<file path="src/logic/sas_pkg.sv">
// sas_pkg: constants and types shared by the sar sequencer files
// assumes a single 10 MHz clock domain
package sas_pkg;
   localparam int          SAS_BITS       = 12;           // result width
   localparam int          SAS_CLK_NS     = 100;          // system clock period
   localparam int          SAS_LONG_NS    = 800;          // long trial period, least time
   localparam int          SAS_SHORT_NS   = 400;          // short trial period, least time
   localparam int          SAS_LONG_CYC   = (SAS_LONG_NS + SAS_CLK_NS - 1) / SAS_CLK_NS;
   localparam int          SAS_SHORT_CYC  = (SAS_SHORT_NS + SAS_CLK_NS - 1) / SAS_CLK_NS;
   localparam int          SAS_LONG_CNT   = 3;            // periods stretched at start
   localparam logic [3:0]  SAS_TMR_W_ONE  = 4'h1;
   localparam logic [3:0]  SAS_LONG_LOAD  = 4'(SAS_LONG_CYC - 1);
   localparam logic [3:0]  SAS_SHORT_LOAD = 4'(SAS_SHORT_CYC - 1);
   localparam logic [11:0] SAS_MSB_CODE   = 12'h0800;
   localparam logic [11:0] SAS_ZERO_CODE  = 12'h0000;
   localparam logic [3:0]  SAS_TOP_IDX    = 4'hb;
   localparam logic [3:0]  SAS_IDX_ZERO   = 4'h0;

   typedef enum logic [1:0] {
      SAS_IDLE = 2'b00,
      SAS_TRY  = 2'b01,
      SAS_DONE = 2'b10
   } sas_state_t;
endpackage

</file>
<file path="src/logic/sas_tick_if.sv">
// sas_tick_if: carries the trial pacing between sequencer and timer
// assumes both ends on the same clock
`timescale 1ns/1ns
interface sas_tick_if;
   logic       start;   // load timer for a new period
   logic       long_sel;// period is a stretched one
   logic       tick;    // period has ended
   modport seq (output start, output long_sel, input tick);
   modport tmr (input start, input long_sel, output tick);
endinterface

</file>
<file path="src/logic/sas_timer.sv">
// sas_timer: counts one trial period, long or short
// assumes start is a one-cycle pulse from the sequencer
`timescale 1ns/1ns
module sas_timer
   import sas_pkg::*;
(
   // clock and reset
   input wire logic clk,
   input wire logic nrst,
   // pacing
   sas_tick_if.tmr  tk
);
   typedef struct packed {
      logic [3:0] cnt;
      logic       run;
      logic       tick;
   } sas_tmr_t;

   sas_tmr_t st;
   sas_tmr_t next_st;

   // reload on start, count down, pulse at zero
   always_comb begin
      next_st      = st;
      next_st.tick = 1'b0;
      if (tk.start) begin
         next_st.cnt = tk.long_sel ? SAS_LONG_LOAD : SAS_SHORT_LOAD;
         next_st.run = 1'b1;
      end else if (st.run) begin
         if (st.cnt == SAS_IDX_ZERO) begin
            next_st.run  = 1'b0;
            next_st.tick = 1'b1;
         end else begin
            next_st.cnt = st.cnt - SAS_TMR_W_ONE;
         end
      end
   end

   always_ff @(posedge clk or negedge nrst) begin
      if (!nrst) begin
         st <= '0;
      end else begin
         st <= next_st;
      end
   end

   assign tk.tick = st.tick;
endmodule

</file>
<file path="src/logic/sas_seq.sv">
// sas_seq: 12-bit successive-approximation sequencer
// assumes an external dac, comparator and sample-and-hold, all analogue
// How it works
// - start drives msb only to the dac
// - comparator high keeps trial bit, else clears
// - repeat downward for eleven lower bits
// - first three trial periods are longer
// - zero input: code starts and ends zero
// - hold/convert asserted during every conversion
`timescale 1ns/1ns
module sas_seq
   import sas_pkg::*;
(
   // clock and reset
   input  wire logic                  clk,
   input  wire logic                  nrst,
   // control
   input  wire logic                  conv_start,
   // analogue side
   input  wire logic                  cmp_above,
   output logic [SAS_BITS-1:0]        dac_code,
   output logic                       hold,
   // result
   output logic [SAS_BITS-1:0]        result,
   output logic                       done,
   output logic                       busy
);
   import sas_pkg::*;

   typedef struct packed {
      sas_state_t       fsm;
      logic [11:0]      code;
      logic [3:0]       idx;
      logic [11:0]      res;
      logic             done;
      logic             hold;
      logic [2:0]       cmp_sync;
      logic             cmp;
      logic             start;
      logic             long_sel;
      logic             busy;
   } sas_seq_t;

   sas_seq_t st;
   sas_seq_t next_st;
   sas_tick_if tk ();

   // comparator crosses from the analogue world, filtered by agreement
   logic cmp_agree;
   assign cmp_agree = (st.cmp_sync[1] == st.cmp_sync[2]);

   // sequencing: one bit per timer period, msb first
   always_comb begin
      next_st          = st;
      next_st.done     = 1'b0;
      next_st.start    = 1'b0;
      next_st.cmp_sync = {st.cmp_sync[1:0], cmp_above};
      if (cmp_agree) begin
         next_st.cmp = st.cmp_sync[2];
      end
      case (st.fsm)
         SAS_IDLE: begin
            next_st.code = SAS_ZERO_CODE;
            if (conv_start) begin
               next_st.fsm      = SAS_TRY;
               next_st.code     = SAS_MSB_CODE;
               next_st.idx      = SAS_TOP_IDX;
               next_st.hold     = 1'b1;
               next_st.start    = 1'b1;
               next_st.long_sel = 1'b1;
            end
         end
         SAS_TRY: begin
            if (tk.tick) begin
               // decide the bit under trial
               next_st.code[st.idx] = st.cmp;
               if (st.idx == SAS_IDX_ZERO) begin
                  next_st.fsm  = SAS_DONE;
               end else begin
                  next_st.idx                 = st.idx - SAS_TMR_W_ONE;
                  next_st.code[st.idx - 4'h1] = 1'b1;
                  next_st.start               = 1'b1;
                  // idx still counts trials started; long for msb and next two
                  next_st.long_sel = (st.idx > (SAS_TOP_IDX - 4'(SAS_LONG_CNT - 1)));
               end
            end
         end
         SAS_DONE: begin
            next_st.res  = st.code;
            next_st.done = 1'b1;
            next_st.hold = 1'b0;
            next_st.code = SAS_ZERO_CODE;
            next_st.fsm  = SAS_IDLE;
         end
         default: begin
            next_st.fsm = SAS_IDLE;
         end
      endcase
      // busy registered from the next state so the pin comes off a flop
      next_st.busy = (next_st.fsm != SAS_IDLE);
   end

   always_ff @(posedge clk or negedge nrst) begin
      if (!nrst) begin
         st <= '0;
      end else begin
         st <= next_st;
      end
   end

   // pacing timer
   assign tk.start    = st.start;
   assign tk.long_sel = st.long_sel;

   sas_timer u_tmr (
      .clk  (clk),
      .nrst (nrst),
      .tk   (tk)
   );

   // outputs straight from state flops
   assign dac_code = st.code;
   assign hold     = st.hold;
   assign result   = st.res;
   assign done     = st.done;
   assign busy     = st.busy;

   // checks
   a_msb_first: assert property (@(posedge clk) disable iff (!nrst)
      (st.fsm == SAS_IDLE && conv_start) |=> dac_code == SAS_MSB_CODE)
      else $error("conversion did not start with msb only");
   a_bit_decide: assert property (@(posedge clk) disable iff (!nrst)
      (st.fsm == SAS_TRY && tk.tick) |=> dac_code[$past(st.idx)] == $past(st.cmp))
      else $error("trial bit not set by comparator");
   a_zero_idle: assert property (@(posedge clk) disable iff (!nrst)
      (st.fsm == SAS_IDLE && !$past(conv_start)) |-> dac_code == SAS_ZERO_CODE)
      else $error("dac code not zero when idle");
   a_hold_busy: assert property (@(posedge clk) disable iff (!nrst)
      (st.fsm == SAS_TRY) |-> hold)
      else $error("hold low during trials");
   a_done_pulse: assert property (@(posedge clk) disable iff (!nrst)
      done |=> !done)
      else $error("done longer than one cycle");
   a_done_result: assert property (@(posedge clk) disable iff (!nrst)
      $rose(done) |-> result == $past(dac_code))
      else $error("result differs from final code");
   a_long_first: assert property (@(posedge clk) disable iff (!nrst)
      (st.fsm == SAS_IDLE && conv_start) |=> ##1 !tk.tick [*7])
      else $error("first period not stretched");
   a_short_last: assert property (@(posedge clk) disable iff (!nrst)
      (tk.start && !tk.long_sel) |=> ##[1:5] tk.tick)
      else $error("short period too long");
   a_conv_len: assert property (@(posedge clk) disable iff (!nrst)
      (st.fsm == SAS_IDLE && conv_start) |=> ##[84:86] done)
      else $error("conversion length wrong");

   c_conv:  cover property (@(posedge clk) done);
   c_full:  cover property (@(posedge clk) done && result == 12'hfff);
   c_zero:  cover property (@(posedge clk) done && result == 12'h0000);
   c_back:  cover property (@(posedge clk) done ##1 busy);
endmodule

</file>
<file path="config.mk">
export PLATFORM = sky130hd
export DESIGN_NAME = sas_seq
export DESIGN_NICKNAME = d
export VERILOG_FILES = /design/src/logic/sas_pkg.sv /design/src/logic/sas_tick_if.sv /design/src/logic/sas_timer.sv /design/src/logic/sas_seq.sv
export SDC_FILE = /design/constraint.sdc
export NUM_CORES = 1
export LEC_CHECK = 0
export ABC_AREA = 1
export BUFFER_PORTS_ARGS = -buffer_cell sky130_fd_sc_hd__buf_2
export CAP_MARGIN = 10
export CORE_MARGIN = 4
export CORE_UTILIZATION = 55
export CTS_BUF_LIST = sky130_fd_sc_hd__clkbuf_2
export DETAILED_ROUTE_END_ITERATION = 16
export PLACE_DENSITY = 0.85
export SYNTH_ARGS = -nofsm -noshare
export SYNTH_HDL_FRONTEND = slang
export SYNTH_SLANG_ARGS = --single-unit
</file>
<file path="constraint.sdc">
create_clock -name clk -period 1.6 [get_ports clk]
set_input_delay 0.32 -clock clk [delete_from_list [all_inputs] [get_ports clk]]
set_output_delay 0.32 -clock clk [all_outputs]
set_load 0.01 [all_outputs]
</file>
**Word-level counts from Yosys, hierarchy flattened**

Cells that the tools add are included.

- Memories kept: 0
- Bits in writable memories: 0
- Output and inout port bits: 27
- Logic and storage cells: 68
- Register bits: 45
- Bits of input ports: 4
- Latch bits: 0
- Bits in read-only memories: 0

- Multiplexer cells: 25
- Divide/modulo/power cells: 0
- Reduce and logical (&&, ||, !) cells: 14
- Shifts and indexed selects: 0
- Add/subtract/negate cells: 2
- Bitwise operators: 1
- $mul: 0
- Order comparisons: 5
- Equality and inequality tests: 7

Operators by type and width:

| kind | count |
|---|---|
| 18-bit 2-to-1 mux | 2 |
| 12-bit case mux with 3 select lines | 1 |
| 16-bit 2-to-1 mux | 1 |
| 12-bit bitwise mux | 1 |
| 12-bit OR | 1 |
| 4-bit by 5-bit < comparator with 1-bit output, second input constant | 2 |
| 2-bit 2-to-1 mux | 5 |
| 1-bit demux with 4-bit select | 2 |
| 4-bit by 1-bit >= comparator with 1-bit output, second input constant | 2 |
| 4-bit logical NOT | 2 |
| 2-bit case mux with 2 select lines | 2 |
| 4-bit case mux with 2 select lines | 1 |
| 2-bit nonzero test | 4 |
| 4-bit by 1-bit subtractor with 4-bit output, second input constant | 2 |
| 6-bit 2-to-1 mux | 1 |
| 2-bit != test, second input constant | 3 |
| 2-bit AND reduction | 3 |
| 1-bit 2-to-1 mux | 5 |
| 5-bit 2-to-1 mux | 1 |
| 4-bit > comparator, second input constant | 1 |
| 4-bit 2-to-1 mux | 1 |
| 4-bit AND reduction | 1 |
| 3-bit 2-to-1 mux | 1 |
| 3-bit nonzero test | 1 |
| 7 further kinds | 8 |

**Depth between registers and ports, before layout**

Gate-level depths: netlist of run 1.

- Depth in word-level cells: 10
- Depth in mapped cells: 10
- Depth with buffers taken out: 10

**By module**

From an unflattened synthesis of run 1, not the netlist that was laid out.

- Cells, all modules: 320
- Area total of the unflattened synthesis: 2416.1 um^2

Modules (own cells, without submodules):

| module | area each (um^2) | cells each | instances | seq. area each (um^2) |
|---|---|---|---|---|
| sas_seq | 2062.0 | 273 | 1 | 975.9 |
| sas_timer | 354.1 | 47 | 1 | 150.1 |

**Least setup slack after synthesis of run 1**

No wires, ideal clock.

- Path type: reg2reg
- Start point: register st[38] (netlist bit)
- End point: register st[24] (netlist bit)
- Setup time: 0.123 ns
- Clock period less this slack: 1.444 ns
- Arrival: 1.321 ns
- Buffers on the path: 0
- Path slack: 0.156 ns
- Cell stages (with the launch flop): 9
- Data required time: 1.477 ns
- Cell sequence: dfrtp_1 > inv_1 > ha_1 > inv_1 > nor2_1 > nor2_1 > nand3_2 > o21ai_0 > nand2_1

- Cells in the longest elaborated chain, start to end: 3
- Elaborated cells between the ends (all ways): 8
- Those cells by class: 4 x eq/ne; 1 x mux; 3 x reduce/logical

RTL lines:

| item | RTL line | text |
|---|---|---|
| start, declared | sas_seq.sv:44 | `sas_seq_t st;` |
| start signal, assigned | sas_seq.sv:107 | `st <= next_st;` |
| 2-bit by 1-bit == test with 1-bit output or 2-bit logical NOT (tied branches) | sas_seq.sv:61 | `case (st.fsm)` |
| 2-bit != test (no source line) (tied with other cells) | - |  |
| 4-bit AND reduction (no source line) | - |  |

Several ways; a longest one is shown, not always the timed one.
A chain may end at the register's enable or synchronous reset.

**Worst setup path after layout of run 1**

- Start point: register st[37] (netlist bit)
- End point: register st, in the netlist dac_code[2]

- Cells in the longest elaborated chain, start to end: 3
- Elaborated cells between the ends (all ways): 7
- Those cells by class: 3 x eq/ne; 1 x mux; 3 x reduce/logical

RTL lines:

| item | RTL line |
|---|---|
| 2-bit by 1-bit == test with 1-bit output (tied with other cells) | sas_seq.sv:61 |
| 2-bit by 1-bit != test with 1-bit output (no source line) or 3-bit nonzero test (tied branches) | - |
| 2-bit AND reduction (no source line) | - |

Several ways; a longest one is shown, not always the timed one.

==> results of run 1 <==
[worst register-to-register path, delay by kind of cell (launching register included)]
kind                       cells  cell delay (ps)
AOI/OAI and AO/OA              3              310
adders and majority gates      1              180
buffers and inverters          3              460
DFF                            1              470
[sequential cells by signal (all words and copies together) (netlist names)]
register	cells
u_tmr.tk.tick	1
st	8
tk.long_sel	1
done	1
dac_code	12
tk.start	1
u_tmr.st	5
hold	1
result	12
busy	1
next_st	2
[metrics by stage]
step                utilization  worst slack [ps]  power, mW
finish                    0.624              99.2       3.71
global route              0.624             -68.2       4.02
CTS                       0.618              13.9       3.67
detailed placement        0.599             -18.3       3.17
global placement          0.599              92.1       3.09
floorplan                     -               156       2.79
[cell usage in the layout (no fill, tap or decap), drive strengths merged, types with 2 or more instances in the layout]
cell type    instances
dfrtp               45
nand2               96
nor3                 2
ha                   6
nor2                27
buf                 38
inv                 37
clkbuf               5
o21ai               32
dlygate4sd3          2
a21oi                8
nand4                2
clkinv               2
nand3                9
[cell type report]
type,count,area (um^2)
Timing Repair Buffer,40,243
Clock buffer,5,25.0
Multi-Input combinational cell,188,965
Tap cell,50,62.6
Inverter,37,146
Clock inverter,3,17.5
Sequential cell,45,1130
Fill cell,382,1560
[metal layers]
layer  share of wire  up-vias  global-route usage
li1                -      948                   -
met1            0.44      881               0.230
met2            0.49       52               0.308
met3           0.057        7              0.0541
met4           0.016        0              0.0553
met5               0        -                   0
[timing repair]
action                                  CTS  global route
endpoints found under the hold margin    46             0
pin swaps                                 0             1
buffers inserted                          2             1
resized for setup                         2            12
hold buffers                              2             0
endpoints found under the setup margin    5            16
[final timing paths]
check | from | to | slack, ps | depth (start not counted)
worst min-delay path | conv_start | tk.start | 190 | 3
max in group asynchronous | nrst | st[21] | 1010 | 3
min in group asynchronous | nrst | result[11] | 350 | 3
worst max register to register | st[37] | dac_code[2] | 100 | 7
worst max-delay path | st[37] | dac_code[2] | 100 | 7
worst min register to register | next_st[5] | next_st[6] | 380 | 0
[logic make-up after synthesis]
logic type | synth area share
compound gates | 0.104
xor+xnor | 0.00361
fa+ha+maj | 0.0351
buf+inv | 0.142
flops | 0.464
simple gates | 0.251
[power groups by stage]
stage	clock, mW	sequential (mW)	combinational (mW)
2_1_floorplan	0	1.56	1.23
3_3_place_gp	0	1.59	1.50
3_5_place_dp	0	1.60	1.57
4_1_cts	0.480	1.58	1.61
5_1_grt	0.525	1.62	1.88
6_report	0.462	1.59	1.66
==> flow_summary.toml, run 1 <==
[routing]
drt-total-wl_um = 4570
vias_per_cell = 5.13
drt_iter0_drc = 81
drc = 0
drt-wirelength-per-cell_um = 12.4
vias = 1888
ant_nets = 0
drtPass1Iterations = 4

[power_and_ir_drop]
p_leak_nw = 1.44
intPower_mw = 2.04
power.density_nw_per_um2 = 1440
power_switching_mw = 1.67
seq_power_share = 0.429
combPwrFrac = 0.447
switching_share = 0.451
vdd_drop_max_mv = 0.742
p_clk_frac = 0.124

[clocking]
insertion_delay_ps = 420
cts.sinks = 45
tritoncts = "built"
numCtsBuffers = 5
clock_path_buffers = 2
htreeDepth = 2
path_clk_slew_ps = 210
clockRootBuffer = "clkbuf_2"

[worst_setup_path]
arrival_ps = 1820
worstPathRequired_ps = 1920
startpoint_type = "register"
cp_common_cell = "buf_4"
crit_chain = "buf_4 > ha_1 > inv_1 > o21ai_4 > buf_4 > a21oi_1 > o21ai_2"
slowest_stage = "dfrtp_1"
slowest_delay_ps = 470
crit_path_max_fanout = 5
cp-end-kind = "register"
path_buf_inv = 3
critPathTopFamily = "flip-flops"
path_class = "register to register"

[global_route]
grt_pass1_vias = 1736
grt_pass1_wl_um = 7800
gr-total-overflow = 0
antenna_found_initial = 0
grt_max_degree = 46
grt_usage = 0.184

[die]
dieArea_um2 = 5540
placementRows = 23
pin_count = 31
die_y_um = 74.4
core_um2 = 4140
die_w_um = 74.4
initial_core_util = 0.585

[timing]
timing.fmax_mhz = 666
skew_ps = 28.1
slew_violations = 0
tns_ps = 0
finalHoldViolCount = 0
relSlewSlack = 0.786
finalCritPeriodShare = 0.938
min_period_ps = 1500
hold_ws_ps = 193
tightest_slew_ps = 321
rsz0062_at_grt = "yes"
setup_viol = 0

[logic_synthesis]
synth_seq_area_share = 0.464
synth_area_leaders = "dfrtp_1, nand2_1, buf_4"
synth_top_area_frac = 0.464
yosys-top-cells-count = "nand2_1, dfrtp_1, inv_1, buf_4, o21ai_0"
yosysWarnings = 0
postSynth.asyncResetShare = 1.00
ys_ff_latch = 45
syn_nets = 308
netlist_area_um2 = 2420
ys.flop_type = "dfrtp_1"
avgSynthCellArea_um2 = 8.14
synth_edf_count = 0
synthCells = 298
synth_cell_type_count = 29
synth.most_common_cell = "nand2_1"
synth_largest_area_cell = "dfrtp_1"

[finish]
diodes = 0
design_area_um2 = 2580
area_growth_syn_to_layout_pct = 6.60
drive_gt1_frac = 0.252
instances_no_fill = 368
final_nets = 327

[placement]
place_congestion = 0.934
hpwl_um = 3390
placed_area_um2 = 2480
placed_cells = 355
portBuffers = 30

[worst_hold_path]
worstHoldPathType = "input port to register"

[flow_run]
max_cap_violations = 0

[status]
outcome = "finished clean"
Power figures use the tool's default switching activity.
==> run 2, diff against run 1 <==
--- a/config.mk
+++ b/config.mk
@@ -9,10 +9,11 @@
 export BUFFER_PORTS_ARGS = -buffer_cell sky130_fd_sc_hd__buf_2
 export CAP_MARGIN = 10
 export CORE_MARGIN = 4
-export CORE_UTILIZATION = 55
+export CORE_UTILIZATION = 35
 export CTS_BUF_LIST = sky130_fd_sc_hd__clkbuf_2
 export DETAILED_ROUTE_END_ITERATION = 16
-export PLACE_DENSITY = 0.85
+export PLACE_DENSITY = 0.62
 export SYNTH_ARGS = -nofsm -noshare
 export SYNTH_HDL_FRONTEND = slang
+export SYNTH_HIERARCHICAL = 1
 export SYNTH_SLANG_ARGS = --single-unit
==> flow_summary.toml, run 2 <==
[logic_synthesis]
synth_top_area_frac = 0.466
synth_largest_area_cell = "dfrtp_1"
syn_nets = 330
synthCells = 320
synth.most_common_cell = "nand2_1"
yosysWarnings = 6
ys.flop_type = "dfrtp_1"
postSynth.asyncResetShare = 1.00
yosys-top-cells-count = "nand2_1, dfrtp_1, inv_1, buf_4, nor2_1"
synth_edf_count = 0
netlist_area_um2 = 2420
synth_seq_area_share = 0.466
ys_ff_latch = 45
synth_cell_type_count = 22
synth_area_leaders = "dfrtp_1, nand2_1, buf_4"
avgSynthCellArea_um2 = 7.55

[timing]
setup_viol = 0
tns_ps = 0
finalHoldViolCount = 0
rsz0062_at_grt = "yes"
slew_violations = 0
relSlewSlack = 0.701
tightest_slew_ps = 449
timing.fmax_mhz = 668
skew_ps = 31.4
min_period_ps = 1500
finalCritPeriodShare = 0.936
setup_ws_ps = 103
hold_ws_ps = 287

[placement]
hpwl_um = 3430
post-place-ws_ps = 41.2
portBuffers = 30
place_congestion = 0.915
placed_cells = 408

[power_and_ir_drop]
p_leak_nw = 1.56
power.density_nw_per_um2 = 1540
vdd_drop_max_mv = 0.840

[clocking]
insertion_delay_ps = 410
htreeDepth = 2
path_clk_slew_ps = 220
clockRootBuffer = "clkbuf_2"
cts.sinks = 45
tritoncts = "built"
numCtsBuffers = 5
clock_path_buffers = 2

[finish]
area_growth_syn_to_layout_pct = 11.7
layout_common_cells = "nand2_1, dfrtp_1, buf_2"
diodes = 0
layout_commonest_cell = "nand2_1"
final_nets = 351
drive_gt1_frac = 0.181
instances_no_fill = 422

[status]
outcome = "finished clean"

[worst_setup_path]
startpoint_type = "register"
r2r_slack_ps = 100
worstPathRequired_ps = 1960
cp-end-kind = "register"
worstRegToRegCells = 8
path_class = "register to register"
worstSetupStartpoint = "st[37]"
rr_startpoint = "st[37]"
r2r-end = "dac_code[2]"
crit_path_max_fanout = 8
arrival_ps = 1860

[global_route]
grt_usage = 0.114
grt_pass1_wl_um = 7820
gr-total-overflow = 0
grt_max_degree = 28
grt_pass1_vias = 1740
antenna_found_initial = 0

[routing]
vias = 1864
route.met2.wl_um = 2180
wl_met1_um = 2200
drt_iter0_drc = 110
top_layer_used = "met4"
vias_per_cell = 4.42
drt-total-wl_um = 4600
ant_nets = 0
drtPass1Iterations = 4
drt-wirelength-per-cell_um = 10.9
drc = 0
dr_wl_met3_um = 171

[worst_hold_path]
whs_path_depth = 3
min_from = "conv_start"
whs_endpoint = "tk.start"
worstHoldPathType = "input port to register"

[die]
initial_core_util = 0.358
placementRows = 30
pin_count = 31
core_um2 = 6760
die_y_um = 91.1
die_w_um = 91.1
dieArea_um2 = 8300

[flow_run]
max_cap_violations = 0
[run 2: where the power goes]
group          switching [mW]  internal [mW]
registers               0.202           1.37
logic                    1.23          0.724
clock network           0.356          0.267
[run 2: cell type report]
type,count,area (um^2)
Fill cell,696,4060
Sequential cell,45,1130
Multi-Input combinational cell,217,1010
Timing Repair Buffer,41,280
Inverter,31,116
Tap cell,80,100
Clock inverter,2,33.8
Clock buffer,6,30.0
[run 2: through the flow]
stage / instance area, um^2 / utilization / total power [mW]
floorplan: 2420 / - / 2.96
global placement: 2530 / 0.375 / 3.36
detailed placement: 2530 / 0.375 / 3.40
CTS: 2610 / 0.386 / 4.03
global route: 2700 / 0.399 / 4.56
finish: 2700 / 0.399 / 4.15
[run 2: cell families after synthesis]
group	share of synthesized area
xor+xnor	0.00363
compound gates	0.0585
buf+inv	0.129
simple gates	0.308
fa+ha+maj	0.0352
flops	0.466
[run 2: layer usage]
layer / vias to the layer above / GRT usage
met4: 0 / 0.0364
met3: 5 / 0.0282
li1: 991 / -
met2: 30 / 0.195
met1: 838 / 0.140
met5: - / 0
[run 2: worst max-delay path by stage]
stage	end
after floorplan	dac_code[10]
after global placement	dac_code[8]
after detailed placement	tk.long_sel
after CTS	st[21]
after global routing	dac_code[3]
final	dac_code[2]
[run 2: timing repair]
item,CTS,global route
buffers inserted,0,3
hold buffers,1,1
setup endpoints to repair,0,15
endpoints found under the hold margin,18,1
resized for setup,0,9
[run 2: critical path, stage by stage, from the launching register on]
cell     delay (ps)
dfrtp_1         440
buf_4           140
ha_1            240
nor3_4          310
buf_12          160
nand2_1          50
nand2_1          50
nand2_1          40
nand2_1          50
==> run 3, diff against run 2 <==
--- a/config.mk
+++ b/config.mk
@@ -6,7 +6,7 @@
 export NUM_CORES = 1
 export LEC_CHECK = 0
 export ABC_AREA = 1
-export BUFFER_PORTS_ARGS = -buffer_cell sky130_fd_sc_hd__buf_2
+export BUFFER_PORTS_ARGS = -buffer_cell sky130_fd_sc_hd__buf_4
 export CAP_MARGIN = 10
 export CORE_MARGIN = 4
 export CORE_UTILIZATION = 35
==> flow_summary.toml, run 3 (synthesis gave the netlist of run 2 again) <==
[worst_setup_path]
cp_common_cell = "nand2_1"
critPathTopFamily = "flip-flops"
worstPathRequired_ps = 1920
path_class = "register to register"
slowest_stage = "dfrtp_1"
path_buf_inv = 3
slowest_delay_ps = 420
cp-end-kind = "register"
crit_path_max_fanout = 14
startpoint_type = "register"
arrival_ps = 1820
crit_chain = "inv_1 > ha_1 > inv_1 > nor3_4 > buf_12 > nand2_1 > nand2_1 > nand2_1 > nand2_1"

[power_and_ir_drop]
p_leak_nw = 1.53
power_switching_mw = 1.75
combPwrFrac = 0.490
p_clk_frac = 0.109
vdd_drop_max_mv = 0.740
power_mw = 3.94
power.density_nw_per_um2 = 1470
seq_power_share = 0.401
switching_share = 0.445
intPower_mw = 2.19

[global_route]
grt_usage = 0.114
grt_max_degree = 46
grt_pass1_wl_um = 7890
gr-total-overflow = 0
antenna_found_initial = 0
grt_pass1_vias = 1794

[routing]
wl_met1_um = 2120
drt-wirelength-per-cell_um = 10.9
drt-total-wl_um = 4570
ant_nets = 0
drc = 0
top_layer_used = "met4"
vias_per_cell = 4.50
vias = 1879
drt_iter0_drc = 40
drtPass1Iterations = 5
route.met2.wl_um = 2200
dr_wl_met3_um = 201

[timing]
min_period_ps = 1500
setup_viol = 0
tns_ps = 0
finalCritPeriodShare = 0.934
hold_ws_ps = 259
relSlewSlack = 0.626
rsz0062_at_grt = "yes"
slew_violations = 0
finalHoldViolCount = 0
timing.fmax_mhz = 669
tightest_slew_ps = 561
skew_ps = 34.6

[finish]
drive_gt1_frac = 0.166
instances_no_fill = 418
final_nets = 349
nFillCells = 702
area_growth_syn_to_layout_pct = 11.3
diodes = 0
layout_commonest_cell = "nand2_1"
layout_common_cells = "nand2_1, dfrtp_1, buf_4"

[clocking]
clockRootBuffer = "clkbuf_2"
htreeDepth = 2
path_clk_slew_ps = 200
tritoncts = "built"
cts.sinks = 45
insertion_delay_ps = 400
clock_path_buffers = 2
numCtsBuffers = 5

[die]
die_w_um = 91.1
die_y_um = 91.1
dieArea_um2 = 8300
initial_core_util = 0.358
pin_count = 31
placementRows = 30
core_um2 = 6760

[status]
outcome = "finished clean"

[flow_run]
max_cap_violations = 0

[placement]
portBuffers = 30
place_congestion = 0.921
placed_cells = 407
hpwl_um = 3330

[worst_hold_path]
worstHoldPathType = "input port to register"
[run 3: cell types whose count changed in the layout (fill, tap and decap cells not counted), sizes merged]
| cell | delta |
|---|---|
| bufinv | -1 |
| buf | -1 |
| clkbuf | -2 |
[run 3: final cells by class]
type	instances	area [um^2]	share of cell area
Inverter	31	116	0.0433
Sequential cell	45	1130	0.419
Timing Repair Buffer	39	310	0.115
Tap cell	80	100	0.0372
Clock inverter	1	5.00	0.00186
Multi-Input combinational cell	217	1010	0.374
Clock buffer	5	25.0	0.00931
[run 3: final timing paths]
path,startpoint,to,slack [ps],depth (start not counted)
min in group asynchronous,nrst,result[6],420,2
setup reg to reg,st[38],dac_code[7],100,9
hold / removal,conv_start,hold,260,4
setup / recovery,st[38],dac_code[7],100,9
max in group asynchronous,nrst,tk.long_sel,770,2
hold reg to reg,next_st[5],next_st[6],370,0
[run 3: worst min-delay path, cell delays in order]
cell and delay [ps]:
buf_4 110, nor2_2 50, o22ai_1 100, inv_1 50
[run 3: power groups by stage]
stage                     Combinational [mW]  Clock, mW  Sequential (mW)
after global placement                  1.80          0             1.61
final                                   1.93      0.429             1.58
after CTS                               1.84      0.458             1.58
after detailed placement                1.83          0             1.61
after floorplan                         1.39          0             1.57
after global routing                    2.23      0.509             1.61
[run 3: what timing repair did]
action / CTS / global route
endpoints found under the hold margin: 45 / 1
endpoints found under the setup margin: 0 / 14
resized for setup: 0 / 5
hold buffers: 1 / 1
buffers inserted: 0 / 3
[run 3: routing by layer]
layer / global-route usage / vias up
met5: 0 / -
met4: 0.0352 / 0
met3: 0.0298 / 5
met2: 0.197 / 37
met1: 0.138 / 847
li1: - / 990
[run 3: through the flow]
stage	util	cell area [um^2]	worst slack (ps)
after floorplan	-	2420	149
after global placement	0.383	2590	135
after detailed placement	0.383	2590	81.5
after CTS	0.389	2630	30.4
after global routing	0.398	2690	-17.7
final	0.398	2690	105
